$ cat src/hdl/rhps_pkg.sv
// package: offsets, field positions, reset values and timing for the root hub port suspend logic
package rhps_pkg;
  // register byte offsets
  localparam logic [7:0] PORT_STATUS_OFS  = 8'h00;  // port status word
  localparam logic [7:0] PORT_CTRL_OFS    = 8'h04;  // configuration: per-port over-current reporting enable
  localparam logic [7:0] PORT_EVENT_OFS   = 8'h08;  // remote wake counter and state
  // port status word field positions
  localparam int CCS_BIT        = 0;
  localparam int SUSPEND_BIT    = 2;
  localparam int OVERCUR_BIT    = 3;
  localparam int CSC_BIT        = 16;
  localparam int SUSP_CHG_BIT   = 18;
  localparam int RST_CHG_BIT    = 20;
  localparam int PORT_RESET_BIT = 4;   // set-reset command, decoded only to refuse it
  // control register field positions
  localparam int CTRL_PERPORT_BIT = 0;  // per-port over-current reporting enable
  // reset values
  localparam logic [31:0] CTRL_RESET = 32'h0000_0001;
  // resume signalling interval
  localparam int RESUME_TIME_US = 20;
  localparam int CLOCK_MHZ      = 100;
  localparam int RESUME_CYCLES  = RESUME_TIME_US * CLOCK_MHZ;
  localparam int TICK_DIV       = 100;   // 1 us tick at 100 MHz
  // port state machine
  typedef enum logic [1:0] {
    RHPS_ACTIVE  = 2'b00,
    RHPS_SUSPEND = 2'b01,
    RHPS_RESUME  = 2'b10
  } rhps_state_type;
endpackage

$ cat src/hdl/rhps_port.sv
// root hub port suspend and over-current logic with a classic wishbone slave
`timescale 1ns/1ps
module rhps_port #(
  parameter int RESUME_TICKS = rhps_pkg::RESUME_TIME_US,  // resume length in 1 us ticks
  parameter int TICK_DIV     = rhps_pkg::TICK_DIV         // clocks per tick
) (
  input  wire logic        CLOCK,         // 100 MHz clock
  input  wire logic        NRST,          // async reset, active low
  input  wire logic        WB_CYC_I,      // wishbone cycle
  input  wire logic        WB_STB_I,      // wishbone strobe
  input  wire logic        WB_WE_I,       // wishbone write enable
  input  wire logic [7:0]  WB_ADR_I,      // wishbone byte address
  input  wire logic [3:0]  WB_SEL_I,      // wishbone byte selects
  input  wire logic [31:0] WB_DAT_I,      // wishbone write data
  output logic      [31:0] WB_DAT_O,      // wishbone read data
  output logic             WB_ACK_O,      // wishbone acknowledge
  input  wire logic        CONNECTED,     // current connect status
  input  wire logic        OVERCUR_IN,    // over-current sense input
  input  wire logic        RESET_DONE,    // port reset completion pulse
  input  wire logic        HC_USB_RESUME, // controller entering resume state
  input  wire logic        REMOTE_WAKE,   // resume signalled by downstream device
  output logic             PORT_SUSPENDED,// suspend status to port logic
  output logic             RESUME_DRIVE,  // drive resume signalling downstream
  output logic             SUSP_CHG_SET,  // pulse: set suspend change flag
  output logic             CSC_SET,       // pulse: set connect status change flag
  output logic             UPSTREAM_WAKE  // high the cycle after each cycle a suspended port sees remote wake: resume propagated to controller
);
  rhps_pkg::rhps_state_type state_reg;
  logic        perport_reg;
  logic        port_overcurrent_flag;
  logic        tick;
  logic        timer_done;
  logic        bus_req;
  logic        wr_stb;
  logic        status_wr;
  logic        set_susp_wr;
  logic        clr_susp_wr;
  logic        set_reset_wr;
  logic        start_resume;
  logic        suspend_clear;
  logic [31:0] rd_next;
  logic [15:0] wake_cnt_reg;

  // byte-lane test for a write bit
  function automatic logic wr_bit(input logic [31:0] d, input logic [3:0] s, input int b);
    wr_bit = d[b] && s[b / 8];
  endfunction

  // wishbone request decode; ack is a single registered pulse
  assign bus_req      = WB_CYC_I && WB_STB_I && !WB_ACK_O;
  assign wr_stb       = bus_req && WB_WE_I;
  assign status_wr    = wr_stb && (WB_ADR_I == rhps_pkg::PORT_STATUS_OFS);
  assign set_susp_wr  = status_wr && wr_bit(WB_DAT_I, WB_SEL_I, rhps_pkg::SUSPEND_BIT);
  assign clr_susp_wr  = status_wr && wr_bit(WB_DAT_I, WB_SEL_I, rhps_pkg::OVERCUR_BIT);
  assign set_reset_wr = status_wr && wr_bit(WB_DAT_I, WB_SEL_I, rhps_pkg::PORT_RESET_BIT);

  // over-current view: zero when per-port reporting is off
  assign port_overcurrent_flag = perport_reg && OVERCUR_IN;

  // resume begins only from suspend; reset completion and hc resume win
  assign suspend_clear = RESET_DONE || HC_USB_RESUME;
  assign start_resume  = clr_susp_wr && (state_reg == rhps_pkg::RHPS_SUSPEND) && !suspend_clear;

  rhps_tick #(
    .DIV  (TICK_DIV)
  ) u_tick (
    .clk  (CLOCK),
    .nrst (NRST),
    .tick (tick)
  );

  rhps_timer #(
    .TICKS (RESUME_TICKS)
  ) u_timer (
    .clk   (CLOCK),
    .nrst  (NRST),
    .start (start_resume),
    .abort (suspend_clear),
    .tick  (tick),
    .done  (timer_done)
  );

  // port suspend state machine
  always_ff @(posedge CLOCK or negedge NRST) begin
    if (!NRST) begin
      state_reg <= rhps_pkg::RHPS_ACTIVE;
    end else if (suspend_clear) begin
      state_reg <= rhps_pkg::RHPS_ACTIVE;
    end else begin
      unique case (state_reg)
        rhps_pkg::RHPS_ACTIVE: begin
          if (set_susp_wr && CONNECTED) begin
            state_reg <= rhps_pkg::RHPS_SUSPEND;
          end
        end
        rhps_pkg::RHPS_SUSPEND: begin
          if (start_resume) begin
            state_reg <= rhps_pkg::RHPS_RESUME;
          end
        end
        rhps_pkg::RHPS_RESUME: begin
          if (timer_done) begin
            state_reg <= rhps_pkg::RHPS_ACTIVE;
          end
        end
        default: begin
          state_reg <= rhps_pkg::RHPS_ACTIVE;
        end
      endcase
    end
  end

  // registered port outputs; suspend stays high through resume
  always_ff @(posedge CLOCK or negedge NRST) begin
    if (!NRST) begin
      PORT_SUSPENDED <= 1'b0;
      RESUME_DRIVE   <= 1'b0;
      SUSP_CHG_SET   <= 1'b0;
    end else begin
      PORT_SUSPENDED <= 1'b0;
      RESUME_DRIVE   <= 1'b0;
      SUSP_CHG_SET   <= 1'b0;
      if (suspend_clear) begin
        PORT_SUSPENDED <= 1'b0;
      end else if (state_reg == rhps_pkg::RHPS_RESUME && timer_done) begin
        SUSP_CHG_SET <= 1'b1;
      end else if (state_reg == rhps_pkg::RHPS_RESUME || start_resume) begin
        PORT_SUSPENDED <= 1'b1;
        RESUME_DRIVE   <= 1'b1;
      end else if (state_reg == rhps_pkg::RHPS_SUSPEND || (set_susp_wr && CONNECTED &&
                   state_reg == rhps_pkg::RHPS_ACTIVE)) begin
        PORT_SUSPENDED <= 1'b1;
      end
    end
  end

  // refused commands on a disconnected port report a connect change
  always_ff @(posedge CLOCK or negedge NRST) begin
    if (!NRST) begin
      CSC_SET <= 1'b0;
    end else begin
      CSC_SET <= !CONNECTED && (set_susp_wr || set_reset_wr);
    end
  end

  // remote wakeup on a suspended port goes upstream and counts
  always_ff @(posedge CLOCK or negedge NRST) begin
    if (!NRST) begin
      UPSTREAM_WAKE <= 1'b0;
      wake_cnt_reg  <= 16'h0000;
    end else begin
      UPSTREAM_WAKE <= REMOTE_WAKE && (state_reg == rhps_pkg::RHPS_SUSPEND);
      if (REMOTE_WAKE && state_reg == rhps_pkg::RHPS_SUSPEND) begin
        wake_cnt_reg <= wake_cnt_reg + 16'h0001;
      end
    end
  end

  // control register: per-port over-current reporting
  always_ff @(posedge CLOCK or negedge NRST) begin
    if (!NRST) begin
      perport_reg <= rhps_pkg::CTRL_RESET[rhps_pkg::CTRL_PERPORT_BIT];
    end else if (wr_stb && WB_ADR_I == rhps_pkg::PORT_CTRL_OFS && WB_SEL_I[0]) begin
      perport_reg <= WB_DAT_I[rhps_pkg::CTRL_PERPORT_BIT];
    end
  end

  // read mux; status bits reflect live state, writes never land here
  always_comb begin
    rd_next = 32'h0000_0000;
    unique case (WB_ADR_I)
      rhps_pkg::PORT_STATUS_OFS: begin
        rd_next[rhps_pkg::CCS_BIT]     = CONNECTED;
        rd_next[rhps_pkg::SUSPEND_BIT] = state_reg != rhps_pkg::RHPS_ACTIVE;
        rd_next[rhps_pkg::OVERCUR_BIT] = port_overcurrent_flag;
      end
      rhps_pkg::PORT_CTRL_OFS: begin
        rd_next[rhps_pkg::CTRL_PERPORT_BIT] = perport_reg;
      end
      rhps_pkg::PORT_EVENT_OFS: begin
        rd_next[15:0]  = wake_cnt_reg;
        rd_next[17:16] = state_reg;
      end
      default: begin
        rd_next = 32'h0000_0000;  // unmapped reads zero, still acked
      end
    endcase
  end

  // ack one cycle after the request, every address answered
  always_ff @(posedge CLOCK or negedge NRST) begin
    if (!NRST) begin
      WB_ACK_O <= 1'b0;
      WB_DAT_O <= 32'h0000_0000;
    end else begin
      WB_ACK_O <= bus_req;
      if (bus_req && !WB_WE_I) begin
        WB_DAT_O <= rd_next;
      end
    end
  end

  // check helpers, counted apart from the timer so a miscounting timer cannot vouch for itself
  logic [15:0] chk_ticks_reg;
  logic [15:0] chk_clocks_reg;

  // ticks and clocks spent in resume since the resume was started
  always_ff @(posedge CLOCK or negedge NRST) begin
    if (!NRST) begin
      chk_ticks_reg  <= 16'h0000;
      chk_clocks_reg <= 16'h0000;
    end else if (start_resume) begin
      chk_ticks_reg  <= 16'h0000;
      chk_clocks_reg <= 16'h0000;
    end else if (state_reg == rhps_pkg::RHPS_RESUME) begin
      chk_clocks_reg <= chk_clocks_reg + 16'h0001;
      if (tick) begin
        chk_ticks_reg <= chk_ticks_reg + 16'h0001;
      end
    end
  end

  // checks: resume interval, plus refusal, abort, over-current view, wake and ack checks
  resume_length_a: assert property (@(posedge CLOCK) disable iff (!NRST)
    (state_reg == rhps_pkg::RHPS_RESUME && !suspend_clear && !timer_done) |=> PORT_SUSPENDED && RESUME_DRIVE)
    else $error("suspend dropped during resume");
  susp_clear_flag_a: assert property (@(posedge CLOCK) disable iff (!NRST)
    SUSP_CHG_SET |-> !PORT_SUSPENDED && $past(state_reg) == rhps_pkg::RHPS_RESUME)
    else $error("suspend change flag without resume end");
  resume_start_a: assert property (@(posedge CLOCK) disable iff (!NRST)
    start_resume |=> RESUME_DRIVE && PORT_SUSPENDED && state_reg == rhps_pkg::RHPS_RESUME)
    else $error("resume request not started");
  resume_ticks_a: assert property (@(posedge CLOCK) disable iff (!NRST)
    (timer_done && state_reg == rhps_pkg::RHPS_RESUME) |-> chk_ticks_reg == 16'(RESUME_TICKS))
    else $error("resume interval tick count wrong");
  resume_clocks_a: assert property (@(posedge CLOCK) disable iff (!NRST)
    (timer_done && state_reg == rhps_pkg::RHPS_RESUME) |->
      (chk_clocks_reg > 16'((RESUME_TICKS - 1) * TICK_DIV) && chk_clocks_reg <= 16'(RESUME_TICKS * TICK_DIV)))
    else $error("resume interval length wrong");
  chg_follows_a: assert property (@(posedge CLOCK) disable iff (!NRST)
    SUSP_CHG_SET |-> $past(PORT_SUSPENDED))
    else $error("suspend change flag without suspend before it");
  drive_view_a: assert property (@(posedge CLOCK) disable iff (!NRST)
    RESUME_DRIVE |-> PORT_SUSPENDED)
    else $error("resume driven while suspend status low");
  no_susp_disc_a: assert property (@(posedge CLOCK) disable iff (!NRST)
    (set_susp_wr && !CONNECTED && state_reg == rhps_pkg::RHPS_ACTIVE) |=> state_reg == rhps_pkg::RHPS_ACTIVE)
    else $error("suspend set on disconnected port");
  csc_on_refuse_a: assert property (@(posedge CLOCK) disable iff (!NRST)
    (set_susp_wr && !CONNECTED) |=> CSC_SET)
    else $error("connect change missing");
  reset_clear_a: assert property (@(posedge CLOCK) disable iff (!NRST)
    RESET_DONE |=> !PORT_SUSPENDED && state_reg == rhps_pkg::RHPS_ACTIVE)
    else $error("suspend kept after port reset");
  hc_resume_clear_a: assert property (@(posedge CLOCK) disable iff (!NRST)
    HC_USB_RESUME |=> state_reg == rhps_pkg::RHPS_ACTIVE)
    else $error("suspend kept in controller resume");
  resume_gate_a: assert property (@(posedge CLOCK) disable iff (!NRST)
    (clr_susp_wr && state_reg == rhps_pkg::RHPS_ACTIVE) |=> !RESUME_DRIVE)
    else $error("resume started without suspend");
  overcur_view_a: assert property (@(posedge CLOCK) disable iff (!NRST)
    !perport_reg |-> !port_overcurrent_flag)
    else $error("over-current shown without per-port reporting");
  wake_prop_a: assert property (@(posedge CLOCK) disable iff (!NRST)
    (REMOTE_WAKE && state_reg == rhps_pkg::RHPS_SUSPEND) |=> UPSTREAM_WAKE)
    else $error("remote wake not propagated");
  ack_pulse_a: assert property (@(posedge CLOCK) disable iff (!NRST)
    WB_ACK_O |=> !WB_ACK_O)
    else $error("ack longer than one cycle");

  // checks: suspend entry, refusals and aborts
  set_suspend_a: assert property (@(posedge CLOCK) disable iff (!NRST)
    (set_susp_wr && CONNECTED && state_reg == rhps_pkg::RHPS_ACTIVE && !suspend_clear) |=>
      (PORT_SUSPENDED && state_reg == rhps_pkg::RHPS_SUSPEND))
    else $error("suspend request not taken");
  suspend_stays_a: assert property (@(posedge CLOCK) disable iff (!NRST)
    (state_reg == rhps_pkg::RHPS_SUSPEND && !suspend_clear) |=> PORT_SUSPENDED && state_reg != rhps_pkg::RHPS_ACTIVE)
    else $error("suspend left without a clearing event");
  zero_write_a: assert property (@(posedge CLOCK) disable iff (!NRST)
    (status_wr && !wr_bit(WB_DAT_I, WB_SEL_I, rhps_pkg::SUSPEND_BIT) && !wr_bit(WB_DAT_I, WB_SEL_I,
      rhps_pkg::OVERCUR_BIT) && !suspend_clear && !timer_done) |=> $stable(state_reg))
    else $error("zero write changed port state");
  idle_no_resume_a: assert property (@(posedge CLOCK) disable iff (!NRST)
    state_reg == rhps_pkg::RHPS_ACTIVE |=> !RESUME_DRIVE)
    else $error("resume driven from active port");
  csc_reset_refuse_a: assert property (@(posedge CLOCK) disable iff (!NRST)
    (set_reset_wr && !CONNECTED) |=> CSC_SET)
    else $error("connect change missing on refused reset");
  csc_cause_a: assert property (@(posedge CLOCK) disable iff (!NRST)
    CSC_SET |-> !$past(CONNECTED))
    else $error("connect change on a connected port");
  abort_no_flag_a: assert property (@(posedge CLOCK) disable iff (!NRST)
    suspend_clear |=> !SUSP_CHG_SET && !RESUME_DRIVE && !PORT_SUSPENDED)
    else $error("aborted suspend left outputs active");

  // checks: over-current view, wake path and register bus
  overcur_follow_a: assert property (@(posedge CLOCK) disable iff (!NRST)
    perport_reg |-> port_overcurrent_flag == OVERCUR_IN)
    else $error("over-current view does not follow input");
  ctrl_write_a: assert property (@(posedge CLOCK) disable iff (!NRST)
    (wr_stb && WB_ADR_I == rhps_pkg::PORT_CTRL_OFS && WB_SEL_I[0]) |=> perport_reg == $past(WB_DAT_I[0]))
    else $error("reporting enable not written");
  status_read_a: assert property (@(posedge CLOCK) disable iff (!NRST)
    (WB_ACK_O && !$past(WB_WE_I) && $past(WB_ADR_I) == rhps_pkg::PORT_STATUS_OFS) |->
      (WB_DAT_O[rhps_pkg::OVERCUR_BIT] == ($past(perport_reg) && $past(OVERCUR_IN)) &&
       WB_DAT_O[rhps_pkg::SUSPEND_BIT] == ($past(state_reg) != rhps_pkg::RHPS_ACTIVE)))
    else $error("status read does not show live state");
  event_read_a: assert property (@(posedge CLOCK) disable iff (!NRST)
    (WB_ACK_O && !$past(WB_WE_I) && $past(WB_ADR_I) == rhps_pkg::PORT_EVENT_OFS) |->
      WB_DAT_O[17:16] == $past(state_reg))
    else $error("event read does not show state");
  unmapped_read_a: assert property (@(posedge CLOCK) disable iff (!NRST)
    (WB_ACK_O && !$past(WB_WE_I) && $past(WB_ADR_I) != rhps_pkg::PORT_STATUS_OFS &&
      $past(WB_ADR_I) != rhps_pkg::PORT_CTRL_OFS && $past(WB_ADR_I) != rhps_pkg::PORT_EVENT_OFS) |->
      WB_DAT_O == 32'h0000_0000)
    else $error("unmapped read not zero");
  write_keeps_data_a: assert property (@(posedge CLOCK) disable iff (!NRST)
    (WB_ACK_O && $past(WB_WE_I)) |-> $stable(WB_DAT_O))
    else $error("write loaded the read data");
  wake_idle_a: assert property (@(posedge CLOCK) disable iff (!NRST)
    state_reg != rhps_pkg::RHPS_SUSPEND |=> !UPSTREAM_WAKE)
    else $error("wake propagated from a port not suspended");
  wake_count_a: assert property (@(posedge CLOCK) disable iff (!NRST)
    (REMOTE_WAKE && state_reg == rhps_pkg::RHPS_SUSPEND) |=> wake_cnt_reg == $past(wake_cnt_reg) + 16'h0001)
    else $error("remote wake not counted");
  ack_answer_a: assert property (@(posedge CLOCK) disable iff (!NRST)
    bus_req |=> WB_ACK_O)
    else $error("request not acknowledged");
  ack_cause_a: assert property (@(posedge CLOCK) disable iff (!NRST)
    !(WB_CYC_I && WB_STB_I) |=> !WB_ACK_O)
    else $error("ack without a request");

  // covers for the main scenarios
  suspend_c: cover property (@(posedge CLOCK) disable iff (!NRST) set_susp_wr && CONNECTED);
  resume_end_c: cover property (@(posedge CLOCK) disable iff (!NRST) SUSP_CHG_SET);
  refused_c: cover property (@(posedge CLOCK) disable iff (!NRST) CSC_SET);
  wake_c: cover property (@(posedge CLOCK) disable iff (!NRST) UPSTREAM_WAKE);
  abort_c: cover property (@(posedge CLOCK) disable iff (!NRST) suspend_clear && state_reg != rhps_pkg::RHPS_ACTIVE);
endmodule

$ cat src/hdl/rhps_tick.sv
// divider that produces a one-cycle enable pulse every DIV clocks
`timescale 1ns/1ps
module rhps_tick #(
  parameter int DIV = rhps_pkg::TICK_DIV
) (
  input  wire logic clk,     // system clock
  input  wire logic nrst,    // async reset, active low
  output logic      tick     // one-cycle enable
);
  logic [15:0] cnt_reg;

  // free-running count, wraps at DIV
  always_ff @(posedge clk or negedge nrst) begin
    if (!nrst) begin
      cnt_reg <= 16'h0000;
      tick    <= 1'b0;
    end else begin
      tick <= (cnt_reg == 16'(DIV - 1));
      if (cnt_reg == 16'(DIV - 1)) begin
        cnt_reg <= 16'h0000;
      end else begin
        cnt_reg <= cnt_reg + 16'h0001;
      end
    end
  end
endmodule

$ cat src/hdl/rhps_timer.sv
// resume interval timer counting enable ticks
`timescale 1ns/1ps
module rhps_timer #(
  parameter int TICKS = rhps_pkg::RESUME_TIME_US
) (
  input  wire logic clk,     // system clock
  input  wire logic nrst,    // async reset, active low
  input  wire logic start,   // load and run
  input  wire logic abort,   // stop without finishing
  input  wire logic tick,    // counting enable
  output logic      done     // one-cycle end pulse
);
  logic [15:0] cnt_reg;
  logic        run_reg;

  // count ticks while running, pulse done on the last one
  always_ff @(posedge clk or negedge nrst) begin
    if (!nrst) begin
      cnt_reg <= 16'h0000;
      run_reg <= 1'b0;
      done    <= 1'b0;
    end else begin
      done <= 1'b0;
      if (abort) begin
        run_reg <= 1'b0;
      end else if (start) begin
        cnt_reg <= 16'(TICKS);
        run_reg <= 1'b1;
      end else if (run_reg && tick) begin
        if (cnt_reg <= 16'h0001) begin
          run_reg <= 1'b0;
          done    <= 1'b1;
        end else begin
          cnt_reg <= cnt_reg - 16'h0001;
        end
      end
    end
  end
endmodule
$ cat config.mk
export PLATFORM = sky130hd
export DESIGN_NAME = rhps_port
export DESIGN_NICKNAME = d
export VERILOG_FILES = /design/src/hdl/rhps_pkg.sv /design/src/hdl/rhps_port.sv /design/src/hdl/rhps_tick.sv /design/src/hdl/rhps_timer.sv
export SDC_FILE = /design/constraint.sdc
export NUM_CORES = 1
export LEC_CHECK = 0
export BUFFER_PORTS_ARGS = -buffer_cell sky130_fd_sc_hd__buf_2
export CAP_MARGIN = 20
export CORE_MARGIN = 2
export CORE_UTILIZATION = 53
export CTS_CLUSTER_DIAMETER = 50
export CTS_CLUSTER_SIZE = 28
export DETAILED_ROUTE_END_ITERATION = 8
export GPL_TIMING_DRIVEN = 0
export PLACE_DENSITY = 0.82
export SLEW_MARGIN = 20
export SYNTH_ARGS = -nofsm -noshare
export SYNTH_HDL_FRONTEND = slang
export SYNTH_SLANG_ARGS = --single-unit
$ cat constraint.sdc
create_clock -name CLOCK -period 2.3 [get_ports CLOCK]
set_input_delay 0.345 -clock CLOCK [delete_from_list [all_inputs] [get_ports CLOCK]]
set_output_delay 0.345 -clock CLOCK [all_outputs]
set_load 0.01 [all_outputs]
Word-level counts from Yosys, hierarchy flattened --
Cells that the tools add are included.
Storage, ports and cells: input port bits 54, output and inout bits 38, flip-flop bits (word level) 78
Operators by class: bitwise logic cells 1, mux-type cells 30, reductions and logical operators 39, equal/unequal tests 9, add/subtract/negate cells 3, magnitude comparators 1
Operators with widths (count):
- $mux W16 | 4
- $add A16 B1 Y16 const B | 2
- $logic_and A1 B1 Y1 | 22
- $mux W1 | 18
- $eq A16 B7 Y1 const B | 1
- $le A16 B1 Y1 const B | 1
- $sub A16 B1 Y16 const B | 1
- $mux W14 | 1
- $eq A8 B3 Y1 const B | 1
- $eq A8 B4 Y1 const B | 1
- $logic_not A8 Y1 | 1
- $mux W2 | 4
- $ne A3 B3 Y1 const B | 2
- $pmux W2 S3 | 1
- $reduce_and A3 Y1 | 2
- $reduce_bool A3 Y1 | 2
- $logic_not A1 Y1 | 4
- $logic_or A1 B1 Y1 | 4
- $pmux W2 S2 | 1
- $reduce_bool A2 Y1 | 2
- $ne A3 B2 Y1 const B | 1
- $pmux W1 S3 | 1
- $eq A2 B1 Y1 const B | 1
- $eq A2 B2 Y1 const B | 1
- other kinds (4) | 4

Longest topological paths before layout --
depth after elaboration 12, gate-level depth with buffers 7

Hierarchy --
Synthesis repeated with hierarchy kept, for this count alone.
Second synthesis, totals: cell total of the unflattened synthesis 355, area total of the unflattened synthesis 3849.9 um^2
By module, submodules not included:
- rhps_port | cells an instance 169, area an instance 2011.9 um^2, instances 1
- rhps_timer | cells an instance 120, area an instance 1096.1 um^2, instances 1
- rhps_tick | cells an instance 66, area an instance 742.0 um^2, instances 1

Least setup slack after synthesis --
Ideal clock, no wire load.
path kind reg-to-reg, from register u_timer.cnt_reg[0], to register u_timer.cnt_reg[13], arrival time 1.876 ns, cell stages (with the launch flop) 7, path slack 0.346 ns, required time 2.222 ns, period minus slack after synthesis 1.954 ns, cell sequence dfrtp_1 -> inv_1 -> ha_1 -> or2_1 -> a211o_1 -> or4_1 -> a21oi_1
On the way: cells in the longest elaborated chain, start to end 4, elaborated cells on any way between the ends 7
RTL lines:
- start: declaration | RTL line rhps_timer.sv:13 | logic [15:0] cnt_reg;
- start signal: assignment | RTL line rhps_timer.sv:27 | cnt_reg <= 16'(TICKS);
- start signal: assignment | RTL line rhps_timer.sv:34 | cnt_reg <= cnt_reg - 16'h0001;
- $sub A16 B1 Y16 | RTL line rhps_timer.sv:34
- $mux W16 | RTL line rhps_timer.sv:30 | if (cnt_reg <= 16'h0001) begin
- $mux W16 | RTL line rhps_timer.sv:29 | end else if (run_reg && tick) begin
- $mux W16 | RTL line rhps_timer.sv:26 | end else if (start) begin
Several ways; a longest one is shown, not always the timed one. The select of a mux whose other input is x is not followed. A chain may end at the register's enable or synchronous reset.

Final worst setup path --
Ends and elaborated chain as after synthesis.

==> results.toml <==
[cells_and_area]
largest_reg_flops = 18
final_area_sq_um = 4370
final_util = 0.640
final_common_cell = "dfrtp_1"
instances_no_fill = 515
antenna-diode-count = 0
area_growth_pct = 16.6
regMostFlops = "WB_DAT_O"
nets = 472
layout_common_cells = "dfrtp_1 (77), buf_2 (48), nand2_1 (26)"
nFillCells = 538
drive_gt1_frac = 0.215

[critical_path]
cp_cell_sequence = "inv_1, ha_1, or2_1, a211o_1, or4_1, a21oi_1"
worst-setup-path-type = "flop to flop"
crit_family = "simple AND/OR/NAND/NOR gates"
r2r_slack_ns = 0.13
start_kind = "flop"
cp.required_ns = 2.57
path_buf_inv = 1
slowest_stage = "or4_1"
crit_arrival_ns = 2.44
cp_slowest_stage_delay_ns = 0.48
critical_path.max_fanout = 7
end_kind = "flop"

[die]
die-area_sq_um = 7760
fp-row-count = 30
die_h_um = 88.1
core_sq_um = 6830
io_pins = 92
start_util = 0.549
die_w_um = 88.1

[sta]
fmax_ghz = 0.461
rsz0062_at_grt = "no"
finClkSkew_ns = 0.0106
period_minus_slack_ns = 2.17
relSlewSlack = 0.480
finalCritPeriodShare = 0.944
slew_viol_final = 0
worst_slew_pin_slew_ns = 0.770
setup_viol = 0
tns_ns = 0
hold_violations = 0

[synthesis]
synth_xor_xnor_area_share = 0.0678
synth_cells = 342
syn_area_sq_um = 3750
ys_warn_count = 0
synth_compound_area_frac = 0.115
synth_mux_area_frac = 0.0277
seq_area_frac_synth = 0.521
synth_seq_cells = 78
synth_ff_type = "dfrtp_1"
async_flop_share = 1.00
synth.distinct_cells = 54
synthAdderAreaFrac = 0.0134
synth_edf_count = 0
synthSimpleGateAreaFrac = 0.206
synth_top_family_by_area = "simple AND/OR/NAND/NOR gates"
syn_area_per_cell_sq_um = 11.0

[cts]
root_buffer = "clkbuf_8"
clk_pin_slew_ns = 0.08
post_cts_resized = 0
cts_made_buffers = 9
tritoncts = "yes"
cts_hold_buf = 1
clkSinkCount = 78
cts.htree.levels = 3
clock_latency_ns = 0.36
clk_path_buf_depth = 2
cts_setup_buffers = 0

[drt]
drtPass1Iterations = 5
drtAntennaViolNets = 0
drtIter0Drc = 143
routed_wl_mm = 7.30
via_count = 2864
drc = 0
wl_per_cell_um = 14.2
via_per_inst = 5.56

[place]
place_area_sq_um = 4170
numPlacedInstances = 498
gp_congestion = 0.859
dp_hpwl_mm = 5.17
portBuffers = 46

[grt]
overflow = 0
grt_pass1_wl_mm = 12.5
grt_pass1_vias = 2733
antenna_found_initial = 0
grt_start_max_net_pins = 43
grt_use_total = 0.204

[power]
vdd_drop_max_mv = 0.289
p_per_area_nw_per_um2 = 562
cellLeakagePower_nw = 2.17

[run_status]
status = "complete, no violations"

[run]
maxCapViolCount = 0

[hold_path]
hold_class = "input port to flop"
[Yosys cell counts, types with 4 or more instances]
cell type	n	share of area
and3_1	8	0.013
buf_4	14	0.028
nor2_1	20	0.020
dfrtp_1	77	0.51
and4_1	5	0.012
inv_1	7	0.0070
xnor2_1	22	0.051
or3_1	5	0.0083
nor4_1	8	0.013
o21ai_1	7	0.0093
nand3_1	16	0.021
nand4_1	8	0.013
ha_1	4	0.013
a21oi_1	10	0.013
o21ai_0	4	0.0053
a22o_1	15	0.035
clkbuf_1	9	0.0090
and2_1	9	0.015
nor3_1	4	0.0053
nand2_1	26	0.026
xor2_1	7	0.016
o21bai_1	4	0.0080
mux2i_1	7	0.019
[cell families (layout without fill, tap and decap cells)]
| logic type | Yosys count | after routing |
|---|---|---|
| mux | 10 | 10 |
| compound gates | 59 | 59 |
| fa+ha+maj | 4 | 4 |
| xor+xnor | 29 | 29 |
| flops | 78 | 78 |
| buf+inv | 33 | 97 |
| other cells | 1 | 14 |
| simple gates | 128 | 128 |
[worst reg2reg max path: cells and delay by family, from the launching register on]
| family | cells | cell delay (ns) |
|---|---|---|
| adder cells (fa/ha/maj) | 1 | 0.26 |
| AO/OA/AOI/OAI | 2 | 0.56 |
| AND/OR/NAND/NOR | 2 | 0.78 |
| buffers and inverters | 1 | 0.08 |
| flip-flops | 1 | 0.42 |
[final timing paths]
check,from,to,cells after the start
worst min-delay path,RESET_DONE,state_reg[0],2
worst min register to register,WB_DAT_O[0],WB_DAT_O[0],2
worst max-delay path,u_timer.cnt_reg[0],u_timer.cnt_reg[13],6
worst max register to register,u_timer.cnt_reg[0],u_timer.cnt_reg[13],6
max in group asynchronous,NRST,perport_reg,3
min in group asynchronous,NRST,WB_DAT_O[14],2
[layer usage]
metal / global-route usage / part of all wire / vias to the layer above
met3: 0.0405 / 0.046 / 15
met4: 0.0895 / 0.023 / 0
met5: 0 / 0 / -
li1: - / - / 1360
met1: 0.269 / 0.46 / 1402
met2: 0.329 / 0.47 / 87
[metrics by stage]
step | power, mW | hold slack (ns) | worst slack, ns
detailed placement | 1.51 | 0.342 | 0.164
CTS | 2.48 | 0.167 | 0.139
global route | 2.55 | 0.173 | 0.0131
global placement | 1.50 | 0.460 | 0.201
floorplan | 1.45 | 0.0494 | 0.346
finish | 2.45 | 0.182 | 0.129
[layout make-up]
| class | count | area, sq um | share of cell area |
|---|---|---|---|
| sequential | 78 | 1950 | 0.447 |
| multi-input combinational | 244 | 1660 | 0.381 |
| timing repair buffer | 48 | 263 | 0.0601 |
| buffer | 26 | 154 | 0.0352 |
| clock buffer | 9 | 124 | 0.0284 |
| tap | 96 | 120 | 0.0275 |
| clock inverter | 7 | 65.1 | 0.0149 |
| inverter | 7 | 26.3 | 0.00601 |
[where the power goes]
part / internal [mW] / leakage, nW / switching (mW)
registers: 1.37 / 1.07 / 0.000711
logic: 0.0421 / 1.01 / 0.0687
clock network: 0.418 / 0.0943 / 0.555
(Power assumes the default switching activity.)
